### src/verilog/spe_pkg.sv
package spe_pkg;
   // clock rate and documented times
   localparam int unsigned CLK_HZ = 100_000_000;
   localparam int unsigned TRIG_MIN_US = 10;
   localparam int unsigned BLANK_US = 100;
   localparam int unsigned TIMEOUT_MS = 36;
   localparam int unsigned BURST_KHZ = 40;
   // derived cycle counts
   localparam int unsigned TRIG_MIN_CYC = TRIG_MIN_US * (CLK_HZ / 1_000_000);
   localparam int unsigned BLANK_CYC = BLANK_US * (CLK_HZ / 1_000_000);
   localparam int unsigned TIMEOUT_CYC = TIMEOUT_MS * (CLK_HZ / 1_000);
   localparam int unsigned HALF_CARRIER_CYC = CLK_HZ / (BURST_KHZ * 1_000 * 2);
   // burst length in carrier cycles
   localparam int unsigned BURST_CYCLES = 8;
   // microseconds of one-way flight per unit of range
   localparam int unsigned US_PER_INCH = 74;
   localparam int unsigned US_PER_CM = 29;
   localparam int CNT_W = 24;
   localparam int HALF_W = 12;
   localparam int BURST_W = 4;
   typedef enum logic [1:0] {SPE_IDLE, SPE_BLANK, SPE_LISTEN} spe_state_t;
endpackage

### src/verilog/spe_sonar.sv
// How it works
// host holds trigger low, then high at least 10 us to request a ping
// burst starts on the trigger falling edge, never on its rise
// receiver blanked 100 us after burst start before listening
// echo output low until blanking ends, then driven high
// while listening, echo drops on reflection or timeout, whichever first
// with no reflection, echo ends about 36 ms after measurement start
// host times from echo rise to echo fall for distance
// echo is a positive pulse, width proportional to distance
// host halves round trip, divides us by 74 inches or 29 cm
// host must already watch for the echo rise when it comes
// burst carrier runs at 40 kHz
// host waits for echo low before a new ping request
`timescale 1ns/1ps
module spe_sonar
   import spe_pkg::*;
#(
   // timeout counts from burst start, so it must stay above blanking
   parameter int unsigned TIMEOUT_CYCLES = TIMEOUT_CYC,
   parameter int unsigned BLANK_CYCLES = BLANK_CYC
)
(
   // clock and reset
   input wire logic mclk,
   input wire logic rst_n,
   // host pins
   input wire logic trigger,
   output logic echo,
   // transducer side
   input wire logic reflect_det,
   output logic burst_out
);

   spe_state_t state_reg;
   logic trig_d_reg;
   logic [CNT_W-1:0] cnt_reg;
   logic [HALF_W-1:0] half_reg;
   logic [BURST_W-1:0] nburst_reg;
   logic burst_on_reg;
   logic trig_fall;

   // >= so a count pushed past its limit still ends the phase
   function automatic logic at_end(input logic [CNT_W-1:0] c, input int unsigned lim);
      at_end = (c >= CNT_W'(lim - 1));
   endfunction

   // edge detect; a fall while busy is ignored so one measurement runs
   assign trig_fall = trig_d_reg & ~trigger;

   always_ff @(posedge mclk)
   begin
      if (!rst_n)
         trig_d_reg <= 1'b0;
      else
         trig_d_reg <= trigger;
   end

   // measurement sequence; one counter spans blanking and timeout
   always_ff @(posedge mclk)
   begin
      if (!rst_n)
      begin
         state_reg <= SPE_IDLE;
         cnt_reg <= '0;
      end
      else
      begin
         case (state_reg)
            SPE_IDLE:
            begin
               cnt_reg <= '0;
               if (trig_fall)
                  state_reg <= SPE_BLANK;
            end
            SPE_BLANK:
            begin
               cnt_reg <= cnt_reg + 1'b1;
               if (at_end(cnt_reg, BLANK_CYCLES))
                  state_reg <= SPE_LISTEN;
            end
            SPE_LISTEN:
            begin
               cnt_reg <= cnt_reg + 1'b1;
               if (reflect_det || at_end(cnt_reg, TIMEOUT_CYCLES))
                  state_reg <= SPE_IDLE;
            end
            default:
               state_reg <= SPE_IDLE;
         endcase
      end
   end

   // echo high exactly while listening: width tracks range
   always_ff @(posedge mclk)
   begin
      if (!rst_n)
         echo <= 1'b0;
      else if (state_reg == SPE_BLANK && at_end(cnt_reg, BLANK_CYCLES))
         echo <= 1'b1;
      else if (state_reg == SPE_LISTEN &&
               (reflect_det || at_end(cnt_reg, TIMEOUT_CYCLES)))
         echo <= 1'b0;
      else if (state_reg == SPE_IDLE)
         echo <= 1'b0;
   end

   // 40 kHz carrier, fixed count of cycles from the trigger fall
   always_ff @(posedge mclk)
   begin
      if (!rst_n)
      begin
         burst_on_reg <= 1'b0;
         burst_out <= 1'b0;
         half_reg <= '0;
         nburst_reg <= '0;
      end
      else if (state_reg == SPE_IDLE && trig_fall)
      begin
         burst_on_reg <= 1'b1;
         burst_out <= 1'b1;
         half_reg <= '0;
         nburst_reg <= '0;
      end
      else if (burst_on_reg)
      begin
         if (half_reg == HALF_W'(HALF_CARRIER_CYC - 1))
         begin
            half_reg <= '0;
            burst_out <= ~burst_out;
            if (burst_out == 1'b0 && nburst_reg == BURST_W'(BURST_CYCLES - 1))
            begin
               burst_on_reg <= 1'b0;
               burst_out <= 1'b0;
            end
            else if (burst_out == 1'b0)
               nburst_reg <= nburst_reg + 1'b1;
         end
         else
            half_reg <= half_reg + 1'b1;
      end
   end
endmodule
### config.mk
export PLATFORM = sky130hd
export DESIGN_NAME = spe_sonar
export DESIGN_NICKNAME = d
export VERILOG_FILES = /design/src/verilog/spe_pkg.sv /design/src/verilog/spe_sonar.sv
export SDC_FILE = /design/constraint.sdc
export NUM_CORES = 1
export LEC_CHECK = 0
export ABC_AREA = 1
export BUFFER_PORTS_ARGS = -buffer_cell sky130_fd_sc_hd__buf_2
export CELL_PAD_IN_SITES_DETAIL_PLACEMENT = 0
export CELL_PAD_IN_SITES_GLOBAL_PLACEMENT = 2
export CORE_MARGIN = 1.5
export CORE_UTILIZATION = 38
export DETAILED_ROUTE_END_ITERATION = 8
export GPL_TIMING_DRIVEN = 0
export HOLD_SLACK_MARGIN = 0.12
export PLACE_DENSITY = 0.87
export SYNTH_ARGS = -nofsm -noshare
export SYNTH_HDL_FRONTEND = slang
export SYNTH_SLANG_ARGS = --single-unit
export TNS_END_PERCENT = 30
### constraint.sdc
create_clock -name mclk -period 3.5 [get_ports mclk]
set_clock_uncertainty 0.1 [all_clocks]
set_input_delay 0 -clock mclk [delete_from_list [all_inputs] [get_ports mclk]]
set_output_delay 0 -clock mclk [all_outputs]
set_load 0.02 [all_outputs]
==> metrics list <==
- After detailed routing, the number of vias per cell comes to 4.94.
- Setup CP Type: flip-flop to flip-flop
- In this run the worst path has a maximum fanout of 10.
- Core Footprint: 6460 sq um
- Post-synthesis cell area: 2570 sq um
* TritonCTS Buffers: 5
- In this run the horizontal extent of the chip is 85.3 um.
* Detailed-route via count: 2315
- Peak ir drop on the vdd network: 0.164 mV
* Wirelength, routed: 5850 um
- TritonCTS built the clock tree.
* Lkg Pwr: 1.13 nW
- The die covers 7280 sq um.
* Count of final hold-check violations: 0
- Diodes inserted: 0
- Number of distinct library cell variants in the gate-level netlist after synthesis: 37
- Leaving out fill and tap cells, the most frequent cell in the layout is sky130_fd_sc_hd__nand2_1.
- Number of pins with negative max-slew slack in the final report: 0
- The initialized floorplan defines 29 standard-cell rows.
- Post-route setup TNS: 0 ns
* Synthesized flop and latch total: 46
- Via count of the first global-routing pass: 2015
- The highest metal layer carrying signal wires in the routed design is met4.
- Setup repair after global routing left no endpoint under its margin.
* Least setup slack across all paths after layout: 1.21 ns
* Outcome: finished with violations
- The clock passes through at most 2 buffers.
* Syn_nets: 387
- Total number of H-tree levels: 2
- Cells with a size suffix above 1 make up 11.2% of the layout.
- The initial utilization of the core area, before any placement, comes to 39.9%.
- Sequential element share of the synthesized area: 35.8%
* Max-cap viol count: 0
- The first detailed-routing pass ran for 6 iterations.
- The congestion estimate from routability-driven global placement came to 0.794.
- After layout, the worst path uses 65.4% of the clock period.
* Number of DRC markers in iteration 0: 93
- Hold/Removal Path Class: flip-flop to flip-flop
- # DRC: 2
- The register with the most flip-flops in the layout has 24 of them.
- Antenna violations before repair: 0
- Tot GR Track Use: 16.9%
- Worst slew slack as a fraction of its limit: 56.9%
- Worst Path Required: 3.60 ns
- Summed over all nets, wire length on met3 after detailed routing comes to 153 um.
* P per Cell Area: 439 nW/um^2
- Gate count after technology mapping: 375
* Upper clock frequency limit: 437 MHz
- Global routing finished with a remaining overflow of 0.
- Relative to the synthesized area, the layout overhead comes to 11.8%.
* Total length of routed met2 wires: 2250 um
* Maximum number of pins on one net before global-route repair: 15
- Prior to clock tree synthesis, the placed netlist has a worst setup slack of 1.19 ns.
- Wire length of the first global-routing pass: 9640 um
* Post-DRT Antenna Nets: 0
* Cell type contributing the most total cell area after synthesis: sky130_fd_sc_hd__dfxtp_1
- Post-Syn Area per Cell: 6.87 sq um
* Clock Tree Root: sky130_fd_sc_hd__clkbuf_8
- Data on the critical path arrives at its endpoint at 2.39 ns.
* Sinks on Clock Net: 46
* Number of warning messages in the yosys log: 0
* Post-detailed-placement half-perimeter wirelength: 4460 um
- Routed len/inst: 12.5 um
* Clock latency of the later-clocked register in the worst-skew pair: 0.31 ns
* Startpoint class of the critical path: flip-flop
* Violated checks: DRC
- For the pin with the worst max-slew slack, the measured transition is 0.642 ns.
- The die is 85.3 um tall.
- After clock tree synthesis, the setup repair step added 0 buffers.
- By area the synthesized netlist is led by sky130_fd_sc_hd__dfxtp_1, sky130_fd_sc_hd__nand2_1, sky130_fd_sc_hd__nor2_1.
- Leaving out fill and tap cells, the most frequent cells in the layout are sky130_fd_sc_hd__nand2_1, sky130_fd_sc_hd__nor2_1, sky130_fd_sc_hd__dfxtp_1.
* Post-route minimum period: 2.29 ns
- Total of endpoints with negative setup slack in the final report: 0
* Yosys top cell area share: 35.8%
- In this run the count of I/O pins placed on the die edge is 6.
- CP endpoint kind: flip-flop
- Input and output buffers added on the ports amount to 5.
- Net count of the finished layout: 403
- Wl on met1: 3360 um
* CTS clk-pin slew, worst paths: 0.09 ns
==> report_power, final <==
part	switching, mW	leakage, nW	internal [mW]
Combinational	0.135	0.690	0.0725
Clock	0.191	0.0714	0.305
Sequential	0.0185	0.372	0.542
==> layout make-up <==
type / count / area (sq um)
Fill cell: 684 / 3580
Multi-Input combinational cell: 274 / 1430
Sequential cell: 46 / 921
Inverter: 52 / 195
Tap cell: 77 / 96.3
Clock buffer: 6 / 82.6
Timing Repair Buffer: 9 / 65.1
Clock inverter: 2 / 60.1
Buffer: 3 / 30.0
==> metrics by stage <==
stage | instance area (sq um) | total power, mW | std cells | hold slack [ns] | utilization, %
after detailed placement | 2700 | 0.780 | 457 | 0.0982 | 41.7
after global placement | 2700 | 0.779 | 457 | 0.0923 | 41.7
after CTS | 2880 | 1.28 | 469 | 0.377 | 44.6
after floorplan | 2570 | 0.723 | 375 | -0.00655 | -
final | 2880 | 1.26 | 469 | 0.375 | 44.6
after global routing | 2880 | 1.34 | 469 | 0.405 | 44.6
==> repair_timing <==
item | CTS | global route
resized for setup | 0 | 0
hold endpoints to repair | 12 | 0
hold buffers | 4 | 0
==> worst paths after layout <==
path / from / to / slack, ns / cells after the start
max: state_reg[0] / cnt_reg[15] / 1.21 / 7
max reg2reg: state_reg[0] / cnt_reg[15] / 1.21 / 7
min: cnt_reg[23] / cnt_reg[23] / 0.38 / 2
min reg2reg: cnt_reg[23] / cnt_reg[23] / 0.38 / 2
==> synthesized netlist by cell type <==
master,n
sky130_fd_sc_hd__nand3_2,2
sky130_fd_sc_hd__nand2_4,1
sky130_fd_sc_hd__inv_1,45
sky130_fd_sc_hd__xnor2_1,1
sky130_fd_sc_hd__nand2_2,4
sky130_fd_sc_hd__a31oi_1,4
sky130_fd_sc_hd__o221ai_1,1
sky130_fd_sc_hd__nor4_4,1
sky130_fd_sc_hd__o21a_1,5
sky130_fd_sc_hd__nand3_4,1
sky130_fd_sc_hd__nand4_1,10
sky130_fd_sc_hd__nor3_1,10
sky130_fd_sc_hd__buf_2,1
sky130_fd_sc_hd__and3_1,1
sky130_fd_sc_hd__o221a_2,1
sky130_fd_sc_hd__a21oi_1,31
sky130_fd_sc_hd__inv_2,7
sky130_fd_sc_hd__nor4_2,1
sky130_fd_sc_hd__xor2_1,4
sky130_fd_sc_hd__nor2_2,5
sky130_fd_sc_hd__nand2_1,76
sky130_fd_sc_hd__buf_6,1
sky130_fd_sc_hd__nor2_1,59
sky130_fd_sc_hd__o21ai_1,1
sky130_fd_sc_hd__or2_2,1
sky130_fd_sc_hd__nand3_1,24
sky130_fd_sc_hd__ha_1,8
sky130_fd_sc_hd__nor4_1,2
sky130_fd_sc_hd__nor3_2,1
sky130_fd_sc_hd__a211oi_1,2
sky130_fd_sc_hd__nor3_4,1
sky130_fd_sc_hd__o21ai_0,12
sky130_fd_sc_hd__clkbuf_8,1
sky130_fd_sc_hd__dfxtp_1,46
sky130_fd_sc_hd__or2_0,1
sky130_fd_sc_hd__nor2_4,2
sky130_fd_sc_hd__a41oi_1,1
==> worst max-delay path, cell delays in order, from the launching register on <==
cell,delay [ns]
sky130_fd_sc_hd__dfxtp_1,0.40
sky130_fd_sc_hd__inv_1,0.09
sky130_fd_sc_hd__ha_1,0.29
sky130_fd_sc_hd__o21ai_1,0.52
sky130_fd_sc_hd__inv_1,0.37
sky130_fd_sc_hd__clkbuf_8,0.28
sky130_fd_sc_hd__o21ai_0,0.08
sky130_fd_sc_hd__nor2_1,0.07
==> metal layers <==
layer,vias up,global-route usage [%]
li1,1265,-
met1,1026,24.7
met2,18,24.5
met3,6,3.60
met4,0,6.01
met5,-,0
==> cells by family after synthesis <==
kind of cell / after synthesis / share of synthesized area [%]
flip-flops: 46 / 35.8
AND/OR/NAND/NOR: 203 / 37.2
AO/OA/AOI/OAI: 58 / 12.7
XOR/XNOR: 5 / 1.70
adder cells (fa/ha/maj): 8 / 3.89
buffers and inverters: 55 / 8.75
(Power assumes the default switching activity.)
